`config.mk`:
```
export PLATFORM = sky130hd
export DESIGN_NAME = i2r_receiver
export DESIGN_NICKNAME = d
export VERILOG_FILES = /design/src/rtl/i2r_pkg.sv /design/src/rtl/i2r_fifo.sv /design/src/rtl/i2r_receiver.sv
export SDC_FILE = /design/constraint.sdc
export NUM_CORES = 2
export LEC_CHECK = 0
export ABC_AREA = 0
export BUFFER_PORTS_ARGS = -buffer_cell sky130_fd_sc_hd__buf_2
export CORE_ASPECT_RATIO = 1.1
export CORE_MARGIN = 3
export CORE_UTILIZATION = 45
export CTS_BUF_LIST = sky130_fd_sc_hd__clkbuf_8
export DETAILED_ROUTE_END_ITERATION = 8
export PLACE_DENSITY = 0.7
export SYNTH_ARGS = -nofsm -noshare
export SYNTH_HDL_FRONTEND = slang
export SYNTH_HIERARCHICAL = 1
export SYNTH_SLANG_ARGS = --single-unit
export TNS_END_PERCENT = 10
```
`constraint.sdc`:
```
create_clock -name clk_sys -period 13 [get_ports clk_sys]
set_input_delay 0.65 -clock clk_sys [delete_from_list [all_inputs] [get_ports clk_sys]]
set_output_delay 0.65 -clock clk_sys [all_outputs]
set_load 0.03 [all_outputs]
```
`src/rtl/i2r_pkg.sv`:
```
package i2r_pkg;

	// Register byte addresses on APB.
	localparam logic [31:0] ADDR_CLOCK_SETUP   = 32'h8082_0004;
	localparam logic [31:0] ADDR_CH0_LEFT      = 32'h8082_0040;
	localparam logic [31:0] ADDR_CH0_RIGHT     = 32'h8082_0044;
	localparam logic [31:0] ADDR_CH1_LEFT      = 32'h8082_0048;
	localparam logic [31:0] ADDR_CH1_RIGHT     = 32'h8082_004C;
	localparam logic [31:0] ADDR_CH2_LEFT      = 32'h8082_0050;
	localparam logic [31:0] ADDR_CH2_RIGHT     = 32'h8082_0054;
	localparam logic [31:0] ADDR_LINE_FORMAT   = 32'h8082_0058;
	localparam logic [31:0] ADDR_IRQ_SETUP     = 32'h8082_005C;
	localparam logic [31:0] ADDR_WORD_SIZE     = 32'h8082_0060;
	localparam logic [31:0] ADDR_CH0_ON        = 32'h8082_0064;
	localparam logic [31:0] ADDR_CH1_ON        = 32'h8082_0068;
	localparam logic [31:0] ADDR_CH2_ON        = 32'h8082_006C;

	// Field positions.
	localparam int LF_SHIFT_ORDER = 0;
	localparam int LF_JUSTIFY     = 1;
	localparam int IS_THRESHOLD   = 0;
	localparam int IS_IRQ_ON      = 1;
	localparam int CK_LRS         = 0;
	localparam int CK_CKP         = 1;
	localparam int CK_REL         = 2;
	localparam int CK_MSTR        = 3;
	localparam int CK_NBCG        = 4;
	localparam int CK_BCR_LO      = 5;

	// Reset values.
	localparam logic [1:0] LINE_FORMAT_RST = 2'h0;
	localparam logic [1:0] IRQ_SETUP_RST   = 2'h0;
	localparam logic [1:0] WORD_SIZE_RST   = 2'h0;
	localparam logic [2:0] CHAN_ON_RST     = 3'h0;
	localparam logic [6:0] CLOCK_SETUP_RST = 7'h00;
	localparam logic [31:0] SAMPLE_RST     = 32'h0000_0000;

	// Word size codes and bit-clock rate codes.
	localparam logic [1:0] WS_16   = 2'h0;
	localparam logic [1:0] WS_24   = 2'h1;
	localparam logic [1:0] WS_32   = 2'h2;
	localparam logic [1:0] BCR_WL  = 2'h0;
	localparam logic [1:0] BCR_32X = 2'h1;
	localparam logic [1:0] BCR_64X = 2'h2;

	// Bits per word slot for each rate, then bits per word for each word size.
	localparam logic [6:0] SLOT_32X  = 7'h10;
	localparam logic [6:0] SLOT_64X  = 7'h20;
	localparam logic [6:0] SLOT_128X = 7'h40;
	localparam logic [6:0] BITS_16   = 7'h10;
	localparam logic [6:0] BITS_24   = 7'h18;
	localparam logic [6:0] BITS_32   = 7'h20;

	localparam int SAMPLE_SLOTS = 6;
	localparam int CHANNELS     = 3;

	typedef enum logic [0:0]
	{
		ST_IDLE    = 1'b0,
		ST_CAPTURE = 1'b1
	} i2r_state_t;

	// One received word on its way to a sample register.
	typedef struct packed
	{
		logic        side;
		logic [31:0] data;
	} i2r_word_t;

endpackage : i2r_pkg

```
`src/rtl/i2r_fifo.sv`:
```
`timescale 1ns/1ps

module i2r_fifo #(
	parameter int WIDTH = 33,
	parameter int DEPTH = 4
)(
	// Clock and reset.
	input  wire logic                     clk_sys,
	input  wire logic                     reset_n,
	// Fill side.
	input  wire logic                     in_valid,
	output      logic                     in_ready,
	input  wire logic [WIDTH-1:0]         in_data,
	// Drain side.
	output      logic                     out_valid,
	input  wire logic                     out_ready,
	output      logic [WIDTH-1:0]         out_data,
	// Fill level.
	output      logic [$clog2(DEPTH):0]   level
);

	localparam int AW = $clog2(DEPTH);

	generate
		if (DEPTH < 2 || (1 << AW) != DEPTH)
		begin : g_bad_depth
			$error("i2r_fifo depth must be a power of two of at least 2");
		end
	endgenerate

	logic [WIDTH-1:0] mem [DEPTH];
	logic [AW-1:0]    wr_ptr;
	logic [AW-1:0]    rd_ptr;
	logic             push;
	logic             pop;

	assign in_ready  = (level != DEPTH[AW:0]);
	assign out_valid = (level != '0);
	assign out_data  = mem[rd_ptr];
	assign push      = in_valid & in_ready;
	assign pop       = out_valid & out_ready;

	always_ff @(posedge clk_sys)
	begin
		if (push)
			mem[wr_ptr] <= in_data;
	end

	always_ff @(posedge clk_sys)
	begin
		if (!reset_n)
		begin
			wr_ptr <= '0;
			rd_ptr <= '0;
			level  <= '0;
		end
		else
		begin
			if (push)
				wr_ptr <= wr_ptr + 1'b1;
			if (pop)
				rd_ptr <= rd_ptr + 1'b1;
			if (push && !pop)
				level <= level + 1'b1;
			else if (pop && !push)
				level <= level - 1'b1;
		end
	end

endmodule : i2r_fifo

```
`src/rtl/i2r_receiver.sv`:
```
`timescale 1ns/1ps

module i2r_receiver #(
	parameter int FIFO_DEPTH = 4
)(
	// Clock and reset.
	input  wire logic        clk_sys,
	input  wire logic        reset_n,
	// APB slave.
	input  wire logic        psel,
	input  wire logic        penable,
	input  wire logic        pwrite,
	input  wire logic [31:0] paddr,
	input  wire logic [31:0] pwdata,
	output      logic [31:0] prdata,
	output      logic        pready,
	output      logic        pslverr,
	// DMA read port for the sample registers.
	input  wire logic        dma_rd_req,
	input  wire logic [2:0]  dma_rd_slot,
	output      logic        dma_rd_ack,
	output      logic [31:0] dma_rd_data,
	output      logic [5:0]  dma_slot_ready,
	// Serial audio inputs.
	input  wire logic        rx_bit_clk,
	input  wire logic        rx_frame_sel,
	input  wire logic [2:0]  rx_serial_data,
	// Interrupt.
	output      logic        rx_irq
);

	localparam int LW = $clog2(FIFO_DEPTH) + 1;

	generate
		if (FIFO_DEPTH < 2 || (1 << $clog2(FIFO_DEPTH)) != FIFO_DEPTH)
		begin : g_bad_depth
			$error("i2r_receiver FIFO_DEPTH must be a power of two of at least 2");
		end
	endgenerate

	function automatic logic [31:0] shift_in(input logic [31:0] sh, input logic d, input logic lsb_first);
		shift_in = lsb_first ? {d, sh[31:1]} : {sh[30:0], d};
	endfunction : shift_in

	// The shift register holds the word low-aligned for MSB-first and high-aligned for LSB-first.
	function automatic logic [31:0] justify(input logic [31:0] sh, input logic [6:0] n,
		input logic lsb_first, input logic right);
		logic [5:0] pad;
		pad = 6'((7'h20 - n) & 7'h1F);
		if (n >= 7'h20)
			justify = sh;
		else if (lsb_first)
			justify = right ? (sh >> pad) : sh;
		else
			justify = right ? sh : (sh << pad);
	endfunction : justify

	function automatic logic [6:0] word_bits(input logic [1:0] ws);
		case (ws)
			i2r_pkg::WS_16: word_bits = i2r_pkg::BITS_16;
			i2r_pkg::WS_24: word_bits = i2r_pkg::BITS_24;
			default:        word_bits = i2r_pkg::BITS_32;
		endcase
	endfunction : word_bits

	// Registers.
	logic [1:0]  line_format;
	logic [1:0]  irq_setup;
	logic [1:0]  word_size;
	logic [2:0]  chan_on;
	logic [6:0]  clock_setup;
	logic [31:0] sample [i2r_pkg::SAMPLE_SLOTS];
	logic [5:0]  slot_full;

	// Configuration fields.
	logic       rx_shift_order;
	logic       left_right_justify;
	logic       rx_irq_on;
	logic       rx_fill_irq_threshold;
	logic [1:0] word_size_field;
	logic       frame_early;
	logic       clock_falling;
	logic       frame_swap;
	logic [1:0] rate_field;
	logic [6:0] slot_bits;
	logic [6:0] bit_limit;

	assign rx_shift_order        = line_format[i2r_pkg::LF_SHIFT_ORDER];
	assign left_right_justify    = line_format[i2r_pkg::LF_JUSTIFY];
	assign rx_irq_on             = irq_setup[i2r_pkg::IS_IRQ_ON];
	assign rx_fill_irq_threshold = irq_setup[i2r_pkg::IS_THRESHOLD];
	assign word_size_field       = word_size;
	assign frame_early           = clock_setup[i2r_pkg::CK_REL];
	assign clock_falling         = clock_setup[i2r_pkg::CK_CKP];
	assign frame_swap            = clock_setup[i2r_pkg::CK_LRS];
	assign rate_field            = clock_setup[i2r_pkg::CK_BCR_LO+1:i2r_pkg::CK_BCR_LO];

	// A fixed rate sets the slot length; the word length then only limits captured bits.
	always_comb
	begin
		case (rate_field)
			i2r_pkg::BCR_32X: slot_bits = i2r_pkg::SLOT_32X;
			i2r_pkg::BCR_64X: slot_bits = i2r_pkg::SLOT_64X;
			i2r_pkg::BCR_WL:  slot_bits = (word_size_field == i2r_pkg::WS_16) ? i2r_pkg::SLOT_32X
				: i2r_pkg::SLOT_64X;
			default:          slot_bits = i2r_pkg::SLOT_128X;
		endcase
		bit_limit = (word_bits(word_size_field) < slot_bits) ? word_bits(word_size_field) : slot_bits;
	end

	// Bit-clock edge detection; the pins are taken as synchronous to clk_sys.
	logic bclk_prev;
	logic fs_prev;
	logic sample_edge;
	logic fs_change;
	i2r_pkg::i2r_state_t state;
	logic [6:0] bit_cnt;
	logic       take;

	assign sample_edge = clock_falling ? (bclk_prev & ~rx_bit_clk) : (~bclk_prev & rx_bit_clk);
	assign fs_change   = sample_edge & (rx_frame_sel != fs_prev);
	assign take        = (state == i2r_pkg::ST_CAPTURE) && (bit_cnt < bit_limit);

	always_ff @(posedge clk_sys)
	begin
		if (!reset_n)
		begin
			bclk_prev <= 1'b0;
			fs_prev   <= 1'b0;
		end
		else
		begin
			bclk_prev <= rx_bit_clk;
			if (sample_edge)
				fs_prev <= rx_frame_sel;
		end
	end

	// With early framing the changing edge still carries the last bit of the old word.
	always_ff @(posedge clk_sys)
	begin
		if (!reset_n)
		begin
			state   <= i2r_pkg::ST_IDLE;
			bit_cnt <= 7'h00;
		end
		else if (fs_change)
		begin
			state   <= i2r_pkg::ST_CAPTURE;
			bit_cnt <= frame_early ? 7'h00 : 7'h01;
		end
		else if (sample_edge && take)
		begin
			bit_cnt <= bit_cnt + 7'h01;
		end
	end

	// Per-channel shifting, word completion and FIFO.
	logic [31:0]            shreg [i2r_pkg::CHANNELS];
	logic [2:0]             push_valid;
	logic [2:0]             push_ready;
	i2r_pkg::i2r_word_t     push_word [i2r_pkg::CHANNELS];
	logic [2:0]             pop_valid;
	logic [2:0]             pop_ready;
	i2r_pkg::i2r_word_t     pop_word [i2r_pkg::CHANNELS];
	logic [LW-1:0]          fill [i2r_pkg::CHANNELS];
	logic [2:0]             fill_hit;

	for (genvar c = 0; c < i2r_pkg::CHANNELS; c++)
	begin : g_chan
		logic        take_old;
		logic [31:0] old_sh;
		logic [6:0]  old_n;
		logic [2:0]  slot_idx;

		assign take_old = take & (~fs_change | frame_early);
		assign old_sh   = take_old ? shift_in(shreg[c], rx_serial_data[c], rx_shift_order) : shreg[c];
		assign old_n    = bit_cnt + {6'h00, take_old};

		// Words finish on a frame-select change; a full FIFO drops the new word.
		assign push_valid[c]     = fs_change && (state == i2r_pkg::ST_CAPTURE) && chan_on[c] && (old_n != 7'h00);
		assign push_word[c].side = fs_prev ^ frame_swap;
		assign push_word[c].data = justify(old_sh, old_n, rx_shift_order, left_right_justify);

		always_ff @(posedge clk_sys)
		begin
			if (!reset_n)
				shreg[c] <= 32'h0000_0000;
			else if (fs_change)
				shreg[c] <= frame_early ? 32'h0000_0000
					: shift_in(32'h0000_0000, rx_serial_data[c], rx_shift_order);
			else if (sample_edge && take)
				shreg[c] <= shift_in(shreg[c], rx_serial_data[c], rx_shift_order);
		end

		i2r_fifo #(
			.WIDTH ($bits(i2r_pkg::i2r_word_t)),
			.DEPTH (FIFO_DEPTH)
		) u_fifo (
			.clk_sys   (clk_sys),
			.reset_n   (reset_n),
			.in_valid  (push_valid[c]),
			.in_ready  (push_ready[c]),
			.in_data   (push_word[c]),
			.out_valid (pop_valid[c]),
			.out_ready (pop_ready[c]),
			.out_data  (pop_word[c]),
			.level     (fill[c])
		);

		// The FIFO drains only into an empty sample register, so it fills when software lags.
		assign slot_idx     = 3'(2 * c) + {2'b00, pop_word[c].side};
		assign pop_ready[c] = ~slot_full[slot_idx];
		assign fill_hit[c]  = rx_fill_irq_threshold ? (fill[c] == LW'(FIFO_DEPTH))
			: (fill[c] >= LW'(FIFO_DEPTH / 2));
	end

	// APB decode.
	logic apb_setup;
	logic apb_access;
	logic is_sample;
	logic is_ctrl;
	logic [2:0] apb_slot;

	assign apb_setup  = psel & ~penable;
	assign apb_access = psel & penable;
	assign is_sample  = (paddr >= i2r_pkg::ADDR_CH0_LEFT) && (paddr <= i2r_pkg::ADDR_CH2_RIGHT) && (paddr[1:0] == 2'h0);
	assign is_ctrl    = (paddr == i2r_pkg::ADDR_LINE_FORMAT) || (paddr == i2r_pkg::ADDR_IRQ_SETUP)
		|| (paddr == i2r_pkg::ADDR_WORD_SIZE) || (paddr == i2r_pkg::ADDR_CH0_ON)
		|| (paddr == i2r_pkg::ADDR_CH1_ON) || (paddr == i2r_pkg::ADDR_CH2_ON)
		|| (paddr == i2r_pkg::ADDR_CLOCK_SETUP);
	assign apb_slot   = 3'((paddr - i2r_pkg::ADDR_CH0_LEFT) >> 2);
	assign pready     = 1'b1;
	assign pslverr    = apb_access & ~is_ctrl & ~(is_sample & ~pwrite);

	// Control registers take writes from APB only.
	always_ff @(posedge clk_sys)
	begin
		if (!reset_n)
		begin
			line_format <= i2r_pkg::LINE_FORMAT_RST;
			irq_setup   <= i2r_pkg::IRQ_SETUP_RST;
			word_size   <= i2r_pkg::WORD_SIZE_RST;
			chan_on     <= i2r_pkg::CHAN_ON_RST;
			clock_setup <= i2r_pkg::CLOCK_SETUP_RST;
		end
		else if (apb_access && pwrite)
		begin
			case (paddr)
				i2r_pkg::ADDR_LINE_FORMAT: line_format <= pwdata[1:0];
				i2r_pkg::ADDR_IRQ_SETUP:   irq_setup   <= pwdata[1:0];
				i2r_pkg::ADDR_WORD_SIZE:   word_size   <= pwdata[1:0];
				i2r_pkg::ADDR_CH0_ON:      chan_on[0]  <= pwdata[0];
				i2r_pkg::ADDR_CH1_ON:      chan_on[1]  <= pwdata[0];
				i2r_pkg::ADDR_CH2_ON:      chan_on[2]  <= pwdata[0];
				i2r_pkg::ADDR_CLOCK_SETUP: clock_setup <= pwdata[6:0];
				default:                   line_format <= line_format;
			endcase
		end
	end

	// Read data is fetched in the setup phase so it stands in a flip-flop for the access phase.
	always_ff @(posedge clk_sys)
	begin
		if (!reset_n)
			prdata <= 32'h0000_0000;
		else if (apb_setup)
		begin
			if (is_sample)
				prdata <= sample[apb_slot];
			else
			begin
				case (paddr)
					i2r_pkg::ADDR_LINE_FORMAT: prdata <= {30'h0000_0000, line_format};
					i2r_pkg::ADDR_IRQ_SETUP:   prdata <= {30'h0000_0000, irq_setup};
					i2r_pkg::ADDR_WORD_SIZE:   prdata <= {30'h0000_0000, word_size};
					i2r_pkg::ADDR_CH0_ON:      prdata <= {31'h0000_0000, chan_on[0]};
					i2r_pkg::ADDR_CH1_ON:      prdata <= {31'h0000_0000, chan_on[1]};
					i2r_pkg::ADDR_CH2_ON:      prdata <= {31'h0000_0000, chan_on[2]};
					i2r_pkg::ADDR_CLOCK_SETUP: prdata <= {25'h000_0000, clock_setup};
					default:                   prdata <= 32'h0000_0000;
				endcase
			end
		end
	end

	// DMA sees only the six sample registers.
	logic dma_ok;

	assign dma_ok = dma_rd_slot < 3'(i2r_pkg::SAMPLE_SLOTS);

	always_ff @(posedge clk_sys)
	begin
		if (!reset_n)
		begin
			dma_rd_ack  <= 1'b0;
			dma_rd_data <= 32'h0000_0000;
		end
		else
		begin
			dma_rd_ack  <= dma_rd_req;
			dma_rd_data <= (dma_rd_req && dma_ok) ? sample[dma_rd_slot] : 32'h0000_0000;
		end
	end

	// Sample registers load from the FIFOs; a load in the same cycle as a read keeps the slot full.
	always_ff @(posedge clk_sys)
	begin
		if (!reset_n)
		begin
			for (int s = 0; s < i2r_pkg::SAMPLE_SLOTS; s++)
				sample[s] <= i2r_pkg::SAMPLE_RST;
			slot_full <= 6'h00;
		end
		else
		begin
			for (int s = 0; s < i2r_pkg::SAMPLE_SLOTS; s++)
			begin
				if (pop_valid[s/2] && pop_ready[s/2] && (pop_word[s/2].side == 1'(s % 2)))
				begin
					sample[s]    <= pop_word[s/2].data;
					slot_full[s] <= 1'b1;
				end
				else if ((apb_access && !pwrite && is_sample && apb_slot == 3'(s))
					|| (dma_rd_req && dma_rd_slot == 3'(s)))
					slot_full[s] <= 1'b0;
			end
		end
	end

	assign dma_slot_ready = slot_full;

	always_ff @(posedge clk_sys)
	begin
		if (!reset_n)
			rx_irq <= 1'b0;
		else
			rx_irq <= rx_irq_on & (|fill_hit);
	end

endmodule : i2r_receiver

```
==> impl_metrics.ini <==
[run_status]
result_of_the_run = completed

[power]
power_frac_clock = 0.229
total_leakage_power_nw = 19.0
power.switching_fraction = 0.383
total_switching_power_mw = 3.41
internal_power_mw = 5.49
power.share.sequential = 0.390
cellPowerDensity_nw_per_um2 = 163
worst_voltage_drop_across_the_vdd_grid_mv = 0.148
share_comb_of_total_power = 0.381

[cells_and_area]
layout_common_cells = edfxtp_1, mux2i_1, nand2_1
flow.area_growth_from_synthesis_pct = 8.64
layout.nets = 4388
fill_cells = 9804
layout_commonest_cell = edfxtp_1
post_route_cells_drive_above_1_share = 0.209
finalCoreUtilization = 0.493

[clock_network]
cts_htree_levels = 4
worstSkewPairLatency_ps = 850
cts.path.max_buffers = 3
tritoncts.num_buffers = 131
root_buffer = clkbuf_8
number_of_setup_buffers_added_after_cts = 0
tritoncts_clock_tree = done
cts_sinks = 809
worst_setup_hold_path_clk_slew_ps = 60

[sta]
finalHoldViolations = 0
worst_slew_pin_slew_ps = 1400
finalMaxSlewViolations = 0
relSlewSlack = 0.0552
worst_clock_skew_ps = 45.4
finalSetupTns_ps = 0
final.min_clock_period_ps = 9080
setup_repair_after_global_routing_missed_its_margin = false
final_min_period_over_clock_period = 0.698
fmax_ghz = 0.110
report.final.setup_viol = 0

[min_path]
hold_path_class = input pin to register
capture_endpoint_of_the_worst_hold_path = clock_setup[5]
hold_path_depth = 3
startpoint_of_the_lowest_slack_hold_path = pwdata[5]

[critical_path]
critical_path.endpoint_type = register
worst-endpoint-required_ps = 13420
worst-setup-path-type = register to register
setup.reg_to_reg.worst_slack_ps = 3920
rr_endpoint = g_chan[1].u_fifo/mem[1][16]
r2r_start = word_size[1]
worst-endpoint-arrival_ps = 9490
r2r_cells = 25
critical_path.max_fanout = 87
crit_start = word_size[1]
worstSetupStartpointType = register

[route]
drtPass1Iterations = 9
antenna_left = 0
drtIter0Drc = 4959
detail_route.wl_per_cell_um = 31.4
via_count = 39375
drt_drc_violations_left = 0
avgViaCountPerCell = 6.70
finalWirelength_mm = 184

[grt]
grt_first_pass_wirelength_mm = 267
number_of_antenna_violations_at_the_first_check_in_global_routing = 5
grt_max_degree = 151
grt-ovfl-total = 0
grt_pass1_vias = 37639
grtUsageTotal = 0.313

[die]
die-width_um = 325
io-pin-count = 152
initial_utilization = 0.454
die_footprint_um2 = 116000
area_of_the_core_um2 = 111000
fp-row-count = 128
fp.dieH_um = 357

[yosys]
netlist_area_um2 = 50300
ys.warnings.count = 6
postSynthCellCount = 4262
synth.avg_cell_area_um2 = 11.8

[placed_design]
io_buffer_count = 125
routability_congestion_estimate = 1.10
detailed_place_hpwl_mm = 129

[job]
maxCapViolCount = 0
-- power by group through the flow --
stage | Combinational (mW) | Clock (mW) | Sequential (mW)
after floorplan | 2.12 | 0 | 3.49
after CTS | 3.28 | 2.10 | 3.47
final | 3.39 | 2.04 | 3.47
after global placement | 3.26 | 0 | 3.50
after detailed placement | 3.27 | 0 | 3.52
after global routing | 3.50 | 2.22 | 3.50
-- flip-flops by register name, summed over array words and instances, names as in the netlist, 6 cells and up, named ones only --
| signal | cells |
|---|---|
| bit_cnt | 7 |
| clock_setup | 7 |
| dma_rd_data | 32 |
| dma_slot_ready | 6 |
| g_chan.u_fifo/level | 9 |
| g_chan.u_fifo/mem | 396 |
| g_chan.u_fifo/rd_ptr | 6 |
| g_chan.u_fifo/wr_ptr | 6 |
| prdata | 32 |
| sample | 192 |
| shreg | 96 |
-- per-stage QoR --
step / total power [mW] / instance area [um2] / std cells / worst slack, ps / hold slack (ps)
after floorplan: 5.61 / 50300 / 4263 / 4250 / 425
after global placement: 6.75 / 52200 / 5641 / 4170 / 447
after detailed placement: 6.79 / 52200 / 5641 / 4090 / 456
after CTS: 8.85 / 54700 / 5872 / 4040 / 16.2
after global routing: 9.22 / 54700 / 5873 / 3550 / 63.1
final: 8.90 / 54700 / 5874 / 3920 / 112
-- worst max-delay path by stage --
stage                     depth (start not counted)                          end  slack, ps
after floorplan                                  35   g_chan[2].u_fifo/mem[0][6]       4250
after global placement                           25  g_chan[1].u_fifo/mem[0][10]       4170
after detailed placement                         25  g_chan[1].u_fifo/mem[2][10]       4090
after CTS                                        25  g_chan[1].u_fifo/mem[3][10]       4040
after global routing                             25  g_chan[1].u_fifo/mem[2][10]       3550
final                                            25  g_chan[1].u_fifo/mem[1][16]       3920
-- layout make-up --
type | count | area, um2 | area share
antenna | 2 | 5.00 | 0.0000915
clock buffer | 135 | 1860 | 0.0340
multi-input combinational | 3059 | 25600 | 0.468
clock inverter | 91 | 518 | 0.00947
tap | 1495 | 1870 | 0.0342
sequential | 809 | 23100 | 0.422
timing repair buffer | 250 | 1630 | 0.0298
inverter | 33 | 144 | 0.00263
-- layer usage --
metal / vias up / track usage / wire, um
met2: 2398 / 0.480 / 82400
met1: 19689 / 0.410 / 71700
met5: - / 0 / 14
met3: 606 / 0.0771 / 18300
li1: 16680 / - / -
met4: 2 / 0.173 / 12000
-- critical path, cell delays in order, from the launching register on --
cell and delay, ps:
dfxtp_1 490, nor3_1 90, nor2_1 90, inv_1 60, ha_1 270, a2bb2oi_1 190, nand2b_1 90, o21ai_0 240
ha_1 290, o211ai_1 260, o2111ai_2 160, buf_4 230, or3_2 540, clkinv_8 380, ha_4 430, inv_6 580
ha_4 270, o211ai_1 90, o2bb2ai_1 400, xor2_2 150, buf_4 430, nand2_1 420, nor2_1 850, buf_4 400
a21oi_1 100, a221oi_1 1060
-- what timing repair did --
item / 4_1_cts / 5_1_grt
hold buffers: 5 / 0
hold endpoints to repair: 5 / 0
gates resized for setup: 0 / 0
(Power assumes the default switching activity.)
